===== config.mk =====
export PLATFORM = sky130hd
export DESIGN_NAME = rcd_downconv
export DESIGN_NICKNAME = d
export VERILOG_FILES = /design/src/common/rcd_pkg.sv /design/src/rtl/rcd_requant.sv /design/src/rtl/rcd_buf2.sv /design/src/rtl/rcd_downconv.sv
export SDC_FILE = /design/constraint.sdc
export NUM_CORES = 1
export LEC_CHECK = 0
export BUFFER_PORTS_ARGS = -buffer_cell sky130_fd_sc_hd__buf_2
export CORE_ASPECT_RATIO = 0.7
export CORE_UTILIZATION = 51
export CTS_CLUSTER_DIAMETER = 150
export DETAILED_ROUTE_END_ITERATION = 12
export MAX_ROUTING_LAYER = met4
export PLACE_DENSITY = 0.78
export SLEW_MARGIN = 20
export SYNTH_ARGS = -nofsm -noshare
export SYNTH_HDL_FRONTEND = slang
export SYNTH_SLANG_ARGS = --single-unit

===== constraint.sdc =====
create_clock -name clk_i -period 13 [get_ports clk_i]
set_input_delay 2.6 -clock clk_i [delete_from_list [all_inputs] [get_ports clk_i]]
set_output_delay 2.6 -clock clk_i [all_outputs]
set_load 0.01 [all_outputs]

===== src/common/rcd_pkg.sv =====
package rcd_pkg;
  // Clock rate of the processing clock
  localparam int CLK_PERIOD_NS = 25;
  localparam int CLK_FREQ_HZ = 40000000;

  // Sample code: three bits, code k stands for level 2k-7
  localparam int CODE_W = 3;
  localparam int LVL_W = 4;
  localparam int FIL_W = 11;
  localparam int HALF_W = 5;

  // Odd-indexed history length and in-phase alignment delay
  localparam int Q_TAPS = 10;
  localparam int Q_PAIRS = 5;
  localparam int I_DELAY = 5;

  // Shared coefficients of the pre-added pairs (1/19, 3/17, 5/15, 7/13, 9/11)
  localparam logic signed [FIL_W-1:0] COEF_P0 = 11'sh002;
  localparam logic signed [FIL_W-1:0] COEF_P1 = -11'sh003;
  localparam logic signed [FIL_W-1:0] COEF_P2 = 11'sh005;
  localparam logic signed [FIL_W-1:0] COEF_P3 = -11'sh009;
  localparam logic signed [FIL_W-1:0] COEF_P4 = 11'sh01E;
  // Centre tap, folded into the in-phase bypass
  localparam logic signed [FIL_W-1:0] COEF_CENTRE = 11'sh02F;

  // Filter output span and requantiser thresholds
  localparam logic signed [FIL_W-1:0] FIL_MAX = 11'sh157;
  localparam logic signed [FIL_W-1:0] FIL_MIN = -11'sh157;
  localparam logic signed [FIL_W-1:0] THR_2 = 11'sh11B;
  localparam logic signed [FIL_W-1:0] THR_1 = 11'sh0BD;
  localparam logic signed [FIL_W-1:0] THR_0 = 11'sh05F;
  localparam logic signed [FIL_W-1:0] THR_N0 = -11'sh05E;
  localparam logic signed [FIL_W-1:0] THR_N1 = -11'sh0BC;
  localparam logic signed [FIL_W-1:0] THR_N2 = -11'sh11A;

  // Output codes
  localparam logic [CODE_W-1:0] CODE_P7 = 3'h7;
  localparam logic [CODE_W-1:0] CODE_P5 = 3'h6;
  localparam logic [CODE_W-1:0] CODE_P3 = 3'h5;
  localparam logic [CODE_W-1:0] CODE_P1 = 3'h4;
  localparam logic [CODE_W-1:0] CODE_M1 = 3'h3;
  localparam logic [CODE_W-1:0] CODE_M3 = 3'h2;
  localparam logic [CODE_W-1:0] CODE_M5 = 3'h1;
  localparam logic [CODE_W-1:0] CODE_M7 = 3'h0;

  // Reset values
  localparam logic [CODE_W-1:0] CODE_RST = 3'h0;
  localparam logic signed [LVL_W-1:0] LVL_RST = 4'sh0;
  localparam logic [1:0] CNT_RST = 2'h0;
  localparam int BUF_DEPTH = 2;
endpackage


===== src/rtl/rcd_requant.sv =====
`timescale 1ns/10ps
module rcd_requant (
  input wire logic signed [rcd_pkg::FIL_W-1:0] value_i,
  output logic [rcd_pkg::CODE_W-1:0] code_o
);
  // Constant threshold ladder, evenly spread over the filter span
  assign code_o = (value_i >= rcd_pkg::THR_2) ? rcd_pkg::CODE_P7 :
                  (value_i >= rcd_pkg::THR_1) ? rcd_pkg::CODE_P5 :
                  (value_i >= rcd_pkg::THR_0) ? rcd_pkg::CODE_P3 :
                  (value_i >= 11'sh000) ? rcd_pkg::CODE_P1 :
                  (value_i >= rcd_pkg::THR_N0) ? rcd_pkg::CODE_M1 :
                  (value_i >= rcd_pkg::THR_N1) ? rcd_pkg::CODE_M3 :
                  (value_i >= rcd_pkg::THR_N2) ? rcd_pkg::CODE_M5 : rcd_pkg::CODE_M7;
endmodule


===== src/rtl/rcd_buf2.sv =====
`timescale 1ns/10ps
module rcd_buf2 #(
  parameter int W = 6
) (
  input wire logic clk_i,
  input wire logic rst_b_i,
  input wire logic in_valid_i,
  output logic in_ready_o,
  input wire logic [W-1:0] in_data_i,
  output logic out_valid_o,
  input wire logic out_ready_i,
  output logic [W-1:0] out_data_o
);
  logic [1:0] cnt_ff;
  logic [1:0] nxt_cnt;
  logic [W-1:0] head_ff;
  logic [W-1:0] tail_ff;
  logic [W-1:0] nxt_head;
  logic [W-1:0] nxt_tail;
  wire push = in_valid_i && in_ready_o;
  wire pop = out_valid_o && out_ready_i;

  // Honest full and empty from the occupancy count
  assign in_ready_o = (cnt_ff != 2'h2);
  assign out_valid_o = (cnt_ff != 2'h0);
  assign out_data_o = head_ff;

  // Head always holds the oldest word so the output comes from a flop
  assign nxt_cnt = cnt_ff + {1'b0, push} - {1'b0, pop};
  assign nxt_head = (push && (cnt_ff == 2'h0 || (pop && cnt_ff == 2'h1))) ? in_data_i :
                    (pop ? tail_ff : head_ff);
  assign nxt_tail = (push && ((cnt_ff == 2'h1 && !pop) || cnt_ff == 2'h2)) ? in_data_i : tail_ff;

  // Storage and count
  always_ff @(posedge clk_i or negedge rst_b_i) begin
    if (!rst_b_i) begin
      cnt_ff <= rcd_pkg::CNT_RST;
      head_ff <= '0;
      tail_ff <= '0;
    end else begin
      cnt_ff <= nxt_cnt;
      head_ff <= nxt_head;
      tail_ff <= nxt_tail;
    end
  end
endmodule


===== src/rtl/rcd_downconv.sv =====
`timescale 1ns/10ps
module rcd_downconv (
  input wire logic clk_i,
  input wire logic rst_b_i,
  input wire logic real_to_complex_mode_i,
  input wire logic [rcd_pkg::CODE_W-1:0] antenna_sample_input_i,
  output logic iq_valid_o,
  input wire logic iq_ready_i,
  output logic [rcd_pkg::CODE_W-1:0] inphase_o,
  output logic [rcd_pkg::CODE_W-1:0] quad_o,
  output logic sample_drop_o
);
  // Capture and retime registers, three flops per path
  logic [rcd_pkg::CODE_W-1:0] rise_cap_ff;
  logic [rcd_pkg::CODE_W-1:0] fall_cap_ff;
  logic [rcd_pkg::CODE_W-1:0] rise_s1_ff;
  logic [rcd_pkg::CODE_W-1:0] fall_s1_ff;
  logic [rcd_pkg::CODE_W-1:0] rise_s2_ff;
  logic [rcd_pkg::CODE_W-1:0] fall_s2_ff;
  // Mixer state and filter histories
  logic phase_ff;
  logic signed [rcd_pkg::LVL_W-1:0] q_hist_ff [rcd_pkg::Q_TAPS];
  logic signed [rcd_pkg::LVL_W-1:0] i_hist_ff [rcd_pkg::I_DELAY];
  logic drop_ff;
  // Datapath wires
  logic signed [rcd_pkg::LVL_W-1:0] rise_lvl;
  logic signed [rcd_pkg::LVL_W-1:0] fall_lvl;
  logic signed [rcd_pkg::LVL_W-1:0] inphase_mixed;
  logic signed [rcd_pkg::LVL_W-1:0] quad_mixed;
  logic signed [rcd_pkg::HALF_W-1:0] pair_half [rcd_pkg::Q_PAIRS];
  logic signed [rcd_pkg::FIL_W-1:0] pair_coef [rcd_pkg::Q_PAIRS];
  logic signed [rcd_pkg::FIL_W-1:0] pair_prod [rcd_pkg::Q_PAIRS];
  logic signed [rcd_pkg::FIL_W-1:0] quad_filtered;
  logic signed [rcd_pkg::LVL_W-1:0] inphase_filtered;
  logic [rcd_pkg::CODE_W-1:0] quad_code;
  logic [rcd_pkg::CODE_W-1:0] inphase_code;
  logic buf_ready;
  logic advance;

  // Rising-edge half of each input pair
  always_ff @(posedge clk_i or negedge rst_b_i) begin
    if (!rst_b_i) begin
      rise_cap_ff <= rcd_pkg::CODE_RST;
    end else begin
      rise_cap_ff <= antenna_sample_input_i;
    end
  end

  // Falling-edge half, taken half a period after its partner
  always_ff @(negedge clk_i or negedge rst_b_i) begin
    if (!rst_b_i) begin
      fall_cap_ff <= rcd_pkg::CODE_RST;
    end else begin
      fall_cap_ff <= antenna_sample_input_i;
    end
  end

  // Both halves moved onto rising edges; no second clock is involved
  always_ff @(posedge clk_i or negedge rst_b_i) begin
    if (!rst_b_i) begin
      rise_s1_ff <= rcd_pkg::CODE_RST;
      fall_s1_ff <= rcd_pkg::CODE_RST;
      rise_s2_ff <= rcd_pkg::CODE_RST;
      fall_s2_ff <= rcd_pkg::CODE_RST;
    end else begin
      rise_s1_ff <= rise_cap_ff;
      fall_s1_ff <= fall_cap_ff;
      rise_s2_ff <= rise_s1_ff;
      fall_s2_ff <= fall_s1_ff;
    end
  end

  // Pipeline moves only while the mode is on and the buffer has room
  assign advance = real_to_complex_mode_i && buf_ready;

  // Code k means level 2k-7: flip the top bit and append a one
  assign rise_lvl = {~rise_s2_ff[2], rise_s2_ff[1:0], 1'b1};
  assign fall_lvl = {~fall_s2_ff[2], fall_s2_ff[1:0], 1'b1};

  // Quarter-rate carrier: the rising sample sees 1,-1 on the cosine arm,
  // the falling one sees +1,-1 on the sine arm, so the zeros never exist
  assign inphase_mixed = phase_ff ? -rise_lvl : rise_lvl;
  assign quad_mixed = phase_ff ? -fall_lvl : fall_lvl;

  // Carrier phase toggles once per processed pair
  always_ff @(posedge clk_i or negedge rst_b_i) begin
    if (!rst_b_i) begin
      phase_ff <= 1'b0;
    end else if (advance) begin
      phase_ff <= ~phase_ff;
    end
  end

  // Odd-sample history for quadrature, short delay for in-phase; one step per advance
  always_ff @(posedge clk_i or negedge rst_b_i) begin
    if (!rst_b_i) begin
      for (int k = 0; k < rcd_pkg::Q_TAPS; k++) begin
        q_hist_ff[k] <= rcd_pkg::LVL_RST;
      end
      for (int k = 0; k < rcd_pkg::I_DELAY; k++) begin
        i_hist_ff[k] <= rcd_pkg::LVL_RST;
      end
    end else if (advance) begin
      q_hist_ff[0] <= quad_mixed;
      i_hist_ff[0] <= inphase_mixed;
      for (int k = 1; k < rcd_pkg::Q_TAPS; k++) begin
        q_hist_ff[k] <= q_hist_ff[k-1];
      end
      for (int k = 1; k < rcd_pkg::I_DELAY; k++) begin
        i_hist_ff[k] <= i_hist_ff[k-1];
      end
    end
  end

  // Shared coefficients of the five symmetric pairs
  assign pair_coef[0] = rcd_pkg::COEF_P0;
  assign pair_coef[1] = rcd_pkg::COEF_P1;
  assign pair_coef[2] = rcd_pkg::COEF_P2;
  assign pair_coef[3] = rcd_pkg::COEF_P3;
  assign pair_coef[4] = rcd_pkg::COEF_P4;

  // Pre-add each symmetric pair; two odd levels sum to an even number, so
  // halving is exact and keeps the result within the documented span
  for (genvar p = 0; p < rcd_pkg::Q_PAIRS; p++) begin : g_pair
    wire signed [rcd_pkg::HALF_W-1:0] pair_sum =
      {q_hist_ff[p][3], q_hist_ff[p]} + {q_hist_ff[rcd_pkg::Q_TAPS-1-p][3], q_hist_ff[rcd_pkg::Q_TAPS-1-p]};
    assign pair_half[p] = pair_sum >>> 1;
    assign pair_prod[p] = pair_coef[p] * {{6{pair_half[p][4]}}, pair_half[p]};
  end

  // Only the five pre-added pair products of the ten odd taps reach the adder tree
  assign quad_filtered = pair_prod[0] + pair_prod[1] + pair_prod[2] + pair_prod[3] + pair_prod[4];

  // Centre sample sits between the two middle odd samples of the window
  assign inphase_filtered = i_hist_ff[rcd_pkg::I_DELAY-1];

  // Quadrature requantiser
  rcd_requant u_quant_q (
    .value_i(quad_filtered),
    .code_o(quad_code)
  );

  // Level times the centre tap lands exactly on the band of the same level
  // under the shared ladder, so the code is the level itself; no multiplier
  assign inphase_code = {~inphase_filtered[3], inphase_filtered[2:1]};

  // Two-entry buffer holds every word it has taken through a receiver stall
  rcd_buf2 #(
    .W(2 * rcd_pkg::CODE_W)
  ) u_buf (
    .clk_i(clk_i),
    .rst_b_i(rst_b_i),
    .in_valid_i(advance),
    .in_ready_o(buf_ready),
    .in_data_i({inphase_code, quad_code}),
    .out_valid_o(iq_valid_o),
    .out_ready_i(iq_ready_i),
    .out_data_o({inphase_o, quad_o})
  );

  // Input pairs arriving while the buffer is full cannot be held
  always_ff @(posedge clk_i or negedge rst_b_i) begin
    if (!rst_b_i) begin
      drop_ff <= 1'b0;
    end else begin
      drop_ff <= real_to_complex_mode_i && !buf_ready;
    end
  end
  assign sample_drop_o = drop_ff;
endmodule


* Word level (Yosys, flattened, before mapping) *
Cells that the tools add are included.

cells by class
  $lt $le $gt $ge = 7
  equality and inequality tests = 3
  reductions and logical operators = 15
  multiplexer cells = 11
  add/sub/neg operators = 13
  bitwise operators = 4
  multipliers = 4

operator list
  kind                   count
  $add 4x4->5            5
  $ge 11x10->1 const B   2
  $ge 11x8->1 const B    2
  $ge 11x9->1 const B    2
  $mux 3                 6
  $mux 6                 2
  $add 10x11->11         1
  $ge 11x1->1 const B    1
  $mul 4x11->10 const A  1
  $add 9x9->10           1
  $add 8x8->9            1
  $mul 5x4->9 const A    1
  $add 5x7->8            1
  $logic_and 1x1->1      8
  $mul 4x4->8 const A    1
  $mux 4                 2
  $neg 4->4              2
  $mul 3x4->7 const A    1
  $not 1->1              4
  $reduce_bool 2->1      2
  $add 2x1->2            1
  $eq 2x1->1 const B     1
  $eq 2x2->1 const B     1
  $logic_not 1->1        2
  5 further kinds        6

storage, ports and cells
  output and inout port bits = 8
  register bits = 94
  logic and storage cells = 83

* Logic depth before layout (Yosys ltp) *
  word-level depth = 15
  mapped depth = 28

* Modules after synthesis *
From an unflattened synthesis, not the netlist that was laid out.

unflattened totals
  cells, all modules = 520
  area, all modules = 6007.0 um^2

modules (own cells, without submodules)
  module        area an instance (um^2)  seq. area each (um^2)  cells each  instances
  rcd_downconv  5111.2                   1876.8                 425         1
  rcd_buf2      715.7                    350.3                  66          1
  rcd_requant   180.2                    0.0                    29          1

==> implementation parameters <==
Parameter                              Value

Yosys
  Number of enable flip-flop cells after synthesis ... 0
  Synth top cells by count ... 154 x sky130_fd_sc_hd__nand2_1, 86 x sky130_fd_sc_hd__dfrtp_1, 74 x sky130_fd_sc_hd__inv_1
  Synthesized flop and latch total ... 89
  Sequential cell area fraction in the yosys report ... 0.349
  YS warnings ... 0
  Most common flop cell mapped by yosys ... sky130_fd_sc_hd__dfrtp_1
  Dominant cell by count in the synthesized netlist ... sky130_fd_sc_hd__nand2_1
  Number of nets in the synthesized netlist ... 776
  Share of the synthesized area in the top cell type ... 0.337
  Netlist area before placement ... 0.00638 sq mm
  Async SR Flop Fraction ... 1.00
  Count of distinct cell types in the synthesized netlist ... 60
  Mean post-synth cell area ... 9.63 sq um
  Most area-consuming cells after synthesis ... sky130_fd_sc_hd__dfrtp_1 34%, sky130_fd_sc_hd__ha_1 14%, sky130_fd_sc_hd__fa_1 12%
  Post-synthesis cell type with the largest combined area ... sky130_fd_sc_hd__dfrtp_1
  Cells after synthesis ... around 660

Setup path
  Max stage delay cell, worst path ... sky130_fd_sc_hd__buf_6
  Maximum cell stage delay along the critical path ... 0.56 ns
  Category of the worst setup path capture point ... async pin
  Kind of cell adding the most delay to the critical path ... buffers and inverters
  Critical path data arrival time ... 3.23 ns
  Largest driver fanout on the critical path ... 89
  Critical path startpoint category ... primary input
  Class of the most critical setup path ... primary input to async pin
  Required time of the critical path ... slightly below 7 ns
  Number of buffer and inverter instances along the worst setup path ... 1
  Critical path cell sequence ... buf_6

Clocking
  Number of H-tree levels ... 3
  Clock insertion delay at the later pin of the skew report ... 0.34 ns
  Largest buffer count on any clock path ... 2
  Total clock sinks ... 89
  CTS tree ... yes
  Number of buffers created by CTS ... 9
  CTS clock-pin slew for the worst setup and hold paths ... 0.06 ns
  Root Buffer ... sky130_fd_sc_hd__clkbuf_16
  Quantity of gates resized following cts ... 0
  Number of buffers added to fix hold violations after cts ... 0
  Setup Buffers After CTS ... 0

STA
  Setup ws final ... 3.74 ns
  Least-Margin Pin Slew ... 0.852 ns
  Final setup violation count ... 0
  Worst hold slack after final layout ... between 0.3 and 0.4 ns
  Hold Vio Cnt, Final ... 0
  Sum Neg Setup Slack ... 0 ns
  RSZ-0062 raised after global routing ... no
  Slew headroom ... 0.428
  Clock skew after layout ... just over 0.007 ns
  Number of pins exceeding their max-slew limit in the final report ... 0

Final layout
  Final-stage net count ... 788
  Count of inserted antenna diode cells ... 0
  Synthesis-to-layout area growth ... 8.66%
  Fin util ... 0.581
  Ratio of cells with drive above 1 in the final layout ... 0.0853
  Count of filler cells inserted in the layout ... between 900 and 1000

GRT
  Total GRT Usage ... 0.216
  Number of global-route vias before repair ... 4550
  Global-route wire length before repair ... 21200 microns
  Largest net degree at the start of global routing ... 90
  Gr ovfl total ... 0
  Initial antenna violation count ... 0

Route
  Antenna Nets Post-Route ... 0
  Number of violations reported at the end of detailed-routing iteration 0 ... 292
  Post-route DRC ... 0
  Average wire length per cell after detail routing ... 15.0 microns
  Via density per instance ... 5.43
  Vias after detailed routing ... 4549
  Wire length after detailed routing ... around 13000 microns
  Number of optimization iterations in the first detailed-route pass ... 5

Floorplan
  Number of cell rows ... 33
  Chip Width ... about 140 microns
  Starting utilization of the core area ... 0.535
  Die area ... around 0.013 sq mm
  Top-level port count ... 15
  Chip height ... between 90 and 100 microns
  Core Region ... 0.0119 sq mm

Worst hold path
  Worst min-delay path class ... flop to flop

Outcome
  Status ... complete, no violations

Placement
  Weighted congestion at the end of routability-driven global placement ... between 0.8 and 0.9
  DP Wirelength ... between 9000 and 10000 microns
  Number of input and output port buffers inserted ... 14
  Pre-CTS worst setup slack ... between 3 and 4 ns

Flow run
  Maxcap violations ... 0
[final cells by class]
type / instances / area (sq um) / area share
Multi-Input combinational cell: 485 / 3840 / 0.553
Sequential cell: 89 / 2230 / 0.321
Inverter: 74 / 278 / 0.0400
Clock buffer: 10 / 239 / 0.0345
Tap cell: 157 / 196 / 0.0283
Timing Repair Buffer: 16 / 91.3 / 0.0132
Clock inverter: 6 / 66.3 / 0.00956
[logic make-up (layout without fill, tap and decap cells)]
family,Yosys count,in the layout,share of synthesized area
simple gates,214,214,0.149
compound gates,108,108,0.116
fa+ha+maj,107,107,0.253
flops,89,89,0.349
buf+inv,89,106,0.0523
xor+xnor,44,44,0.0615
mux,12,12,0.0198
[metal layers]
| layer | wire [microns] | track usage | part of all wire | vias to the layer above |
|---|---|---|---|---|
| li1 | - | - | - | 2213 |
| met1 | 6040 | 0.288 | 0.48 | 2231 |
| met2 | 5970 | 0.350 | 0.47 | 92 |
| met3 | 463 | 0.0372 | 0.037 | 13 |
| met4 | 102 | 0.0403 | 0.0081 | 0 |
| met5 | 0 | - | 0 | - |
[path summary, 6_finish.rpt]
kind / from / endpoint / slack (ns) / depth (start not counted)
max: rst_b_i / fall_cap_ff[2] / 3.74 / 1
min: rise_cap_ff[2] / rise_s1_ff[2] / 0.35 / 0
max reg2reg: q_hist_ff[12] / u_buf.out_data_o[1] / 5.83 / 24
min reg2reg: rise_cap_ff[2] / rise_s1_ff[2] / 0.35 / 0
max in group clk_i: antenna_sample_input_i[2] / fall_cap_ff[2] / 3.99 / 1
min in group asynchronous: rst_b_i / u_buf.tail_ff[0] / 2.31 / 1
[sequential cells by signal (all words and copies together) (netlist names)]
| name | count |
|---|---|
| fall_s1_ff | 3 |
| fall_s2_ff | 3 |
| fall_cap_ff | 3 |
| u_buf.cnt_ff | 2 |
| i_hist_ff | 12 |
| q_hist_ff | 40 |
| rise_s1_ff | 3 |
| u_buf.tail_ff | 6 |
| rise_s2_ff | 3 |
| inphase_filtered | 3 |
| sample_drop_o | 1 |
| phase_ff | 1 |
| u_buf.out_data_o | 6 |
| rise_cap_ff | 3 |
[cells in the final DEF, fill, tap and decap left out, types with 4 or more instances in the layout]
master,netlist,routed
sky130_fd_sc_hd__nand2_1,154,154
sky130_fd_sc_hd__dfrtp_1,86,86
sky130_fd_sc_hd__inv_1,74,74
sky130_fd_sc_hd__ha_1,69,69
sky130_fd_sc_hd__fa_1,37,37
sky130_fd_sc_hd__xnor2_1,32,32
sky130_fd_sc_hd__o21ai_0,26,26
sky130_fd_sc_hd__a21oi_1,25,25
sky130_fd_sc_hd__buf_2,0,13
sky130_fd_sc_hd__nor2_1,12,12
sky130_fd_sc_hd__xor2_1,11,11
sky130_fd_sc_hd__a21o_1,10,10
sky130_fd_sc_hd__clkbuf_16,0,9
sky130_fd_sc_hd__and2_1,8,8
sky130_fd_sc_hd__mux2i_1,7,7
sky130_fd_sc_hd__nand3_1,7,7
sky130_fd_sc_hd__nand2b_1,6,6
sky130_fd_sc_hd__a211oi_1,5,5
sky130_fd_sc_hd__mux2_2,5,5
sky130_fd_sc_hd__and3_1,5,5
sky130_fd_sc_hd__o21bai_1,5,5
sky130_fd_sc_hd__o211ai_1,4,4
[stage by stage]
stage / cell area, sq um / std cells
after detailed placement: 6630 / 821
after floorplan: 6380 / 663
after global routing: 6940 / 837
after global placement: 6620 / 821
after CTS: 6930 / 837
final: 6940 / 837
[worst register-to-register path, cell delays in order (launching register included)]
cell and delay, ns:
sky130_fd_sc_hd__dfrtp_1 0.39, sky130_fd_sc_hd__and2_1 0.19, sky130_fd_sc_hd__fa_1 0.40, sky130_fd_sc_hd__a2111oi_0 0.42
sky130_fd_sc_hd__a21oi_1 0.18, sky130_fd_sc_hd__xnor2_1 0.17, sky130_fd_sc_hd__ha_1 0.20, sky130_fd_sc_hd__o21bai_1 0.18
sky130_fd_sc_hd__fa_1 0.52, sky130_fd_sc_hd__ha_1 0.31, sky130_fd_sc_hd__ha_1 0.38, sky130_fd_sc_hd__nor2_1 0.25
sky130_fd_sc_hd__nor2_1 0.11, sky130_fd_sc_hd__xnor2_1 0.45, sky130_fd_sc_hd__xnor2_1 0.16, sky130_fd_sc_hd__ha_1 0.31
sky130_fd_sc_hd__inv_1 0.05, sky130_fd_sc_hd__fa_1 0.49, sky130_fd_sc_hd__inv_1 0.04, sky130_fd_sc_hd__ha_1 0.47
sky130_fd_sc_hd__a211oi_1 0.17, sky130_fd_sc_hd__nor4_1 0.44, sky130_fd_sc_hd__a211oi_2 0.16, sky130_fd_sc_hd__o32ai_1 0.47
sky130_fd_sc_hd__a21oi_1 0.13
Power is not shown: default switching activity piles up to over one toggle a cycle in this logic, so the estimate is an artifact.
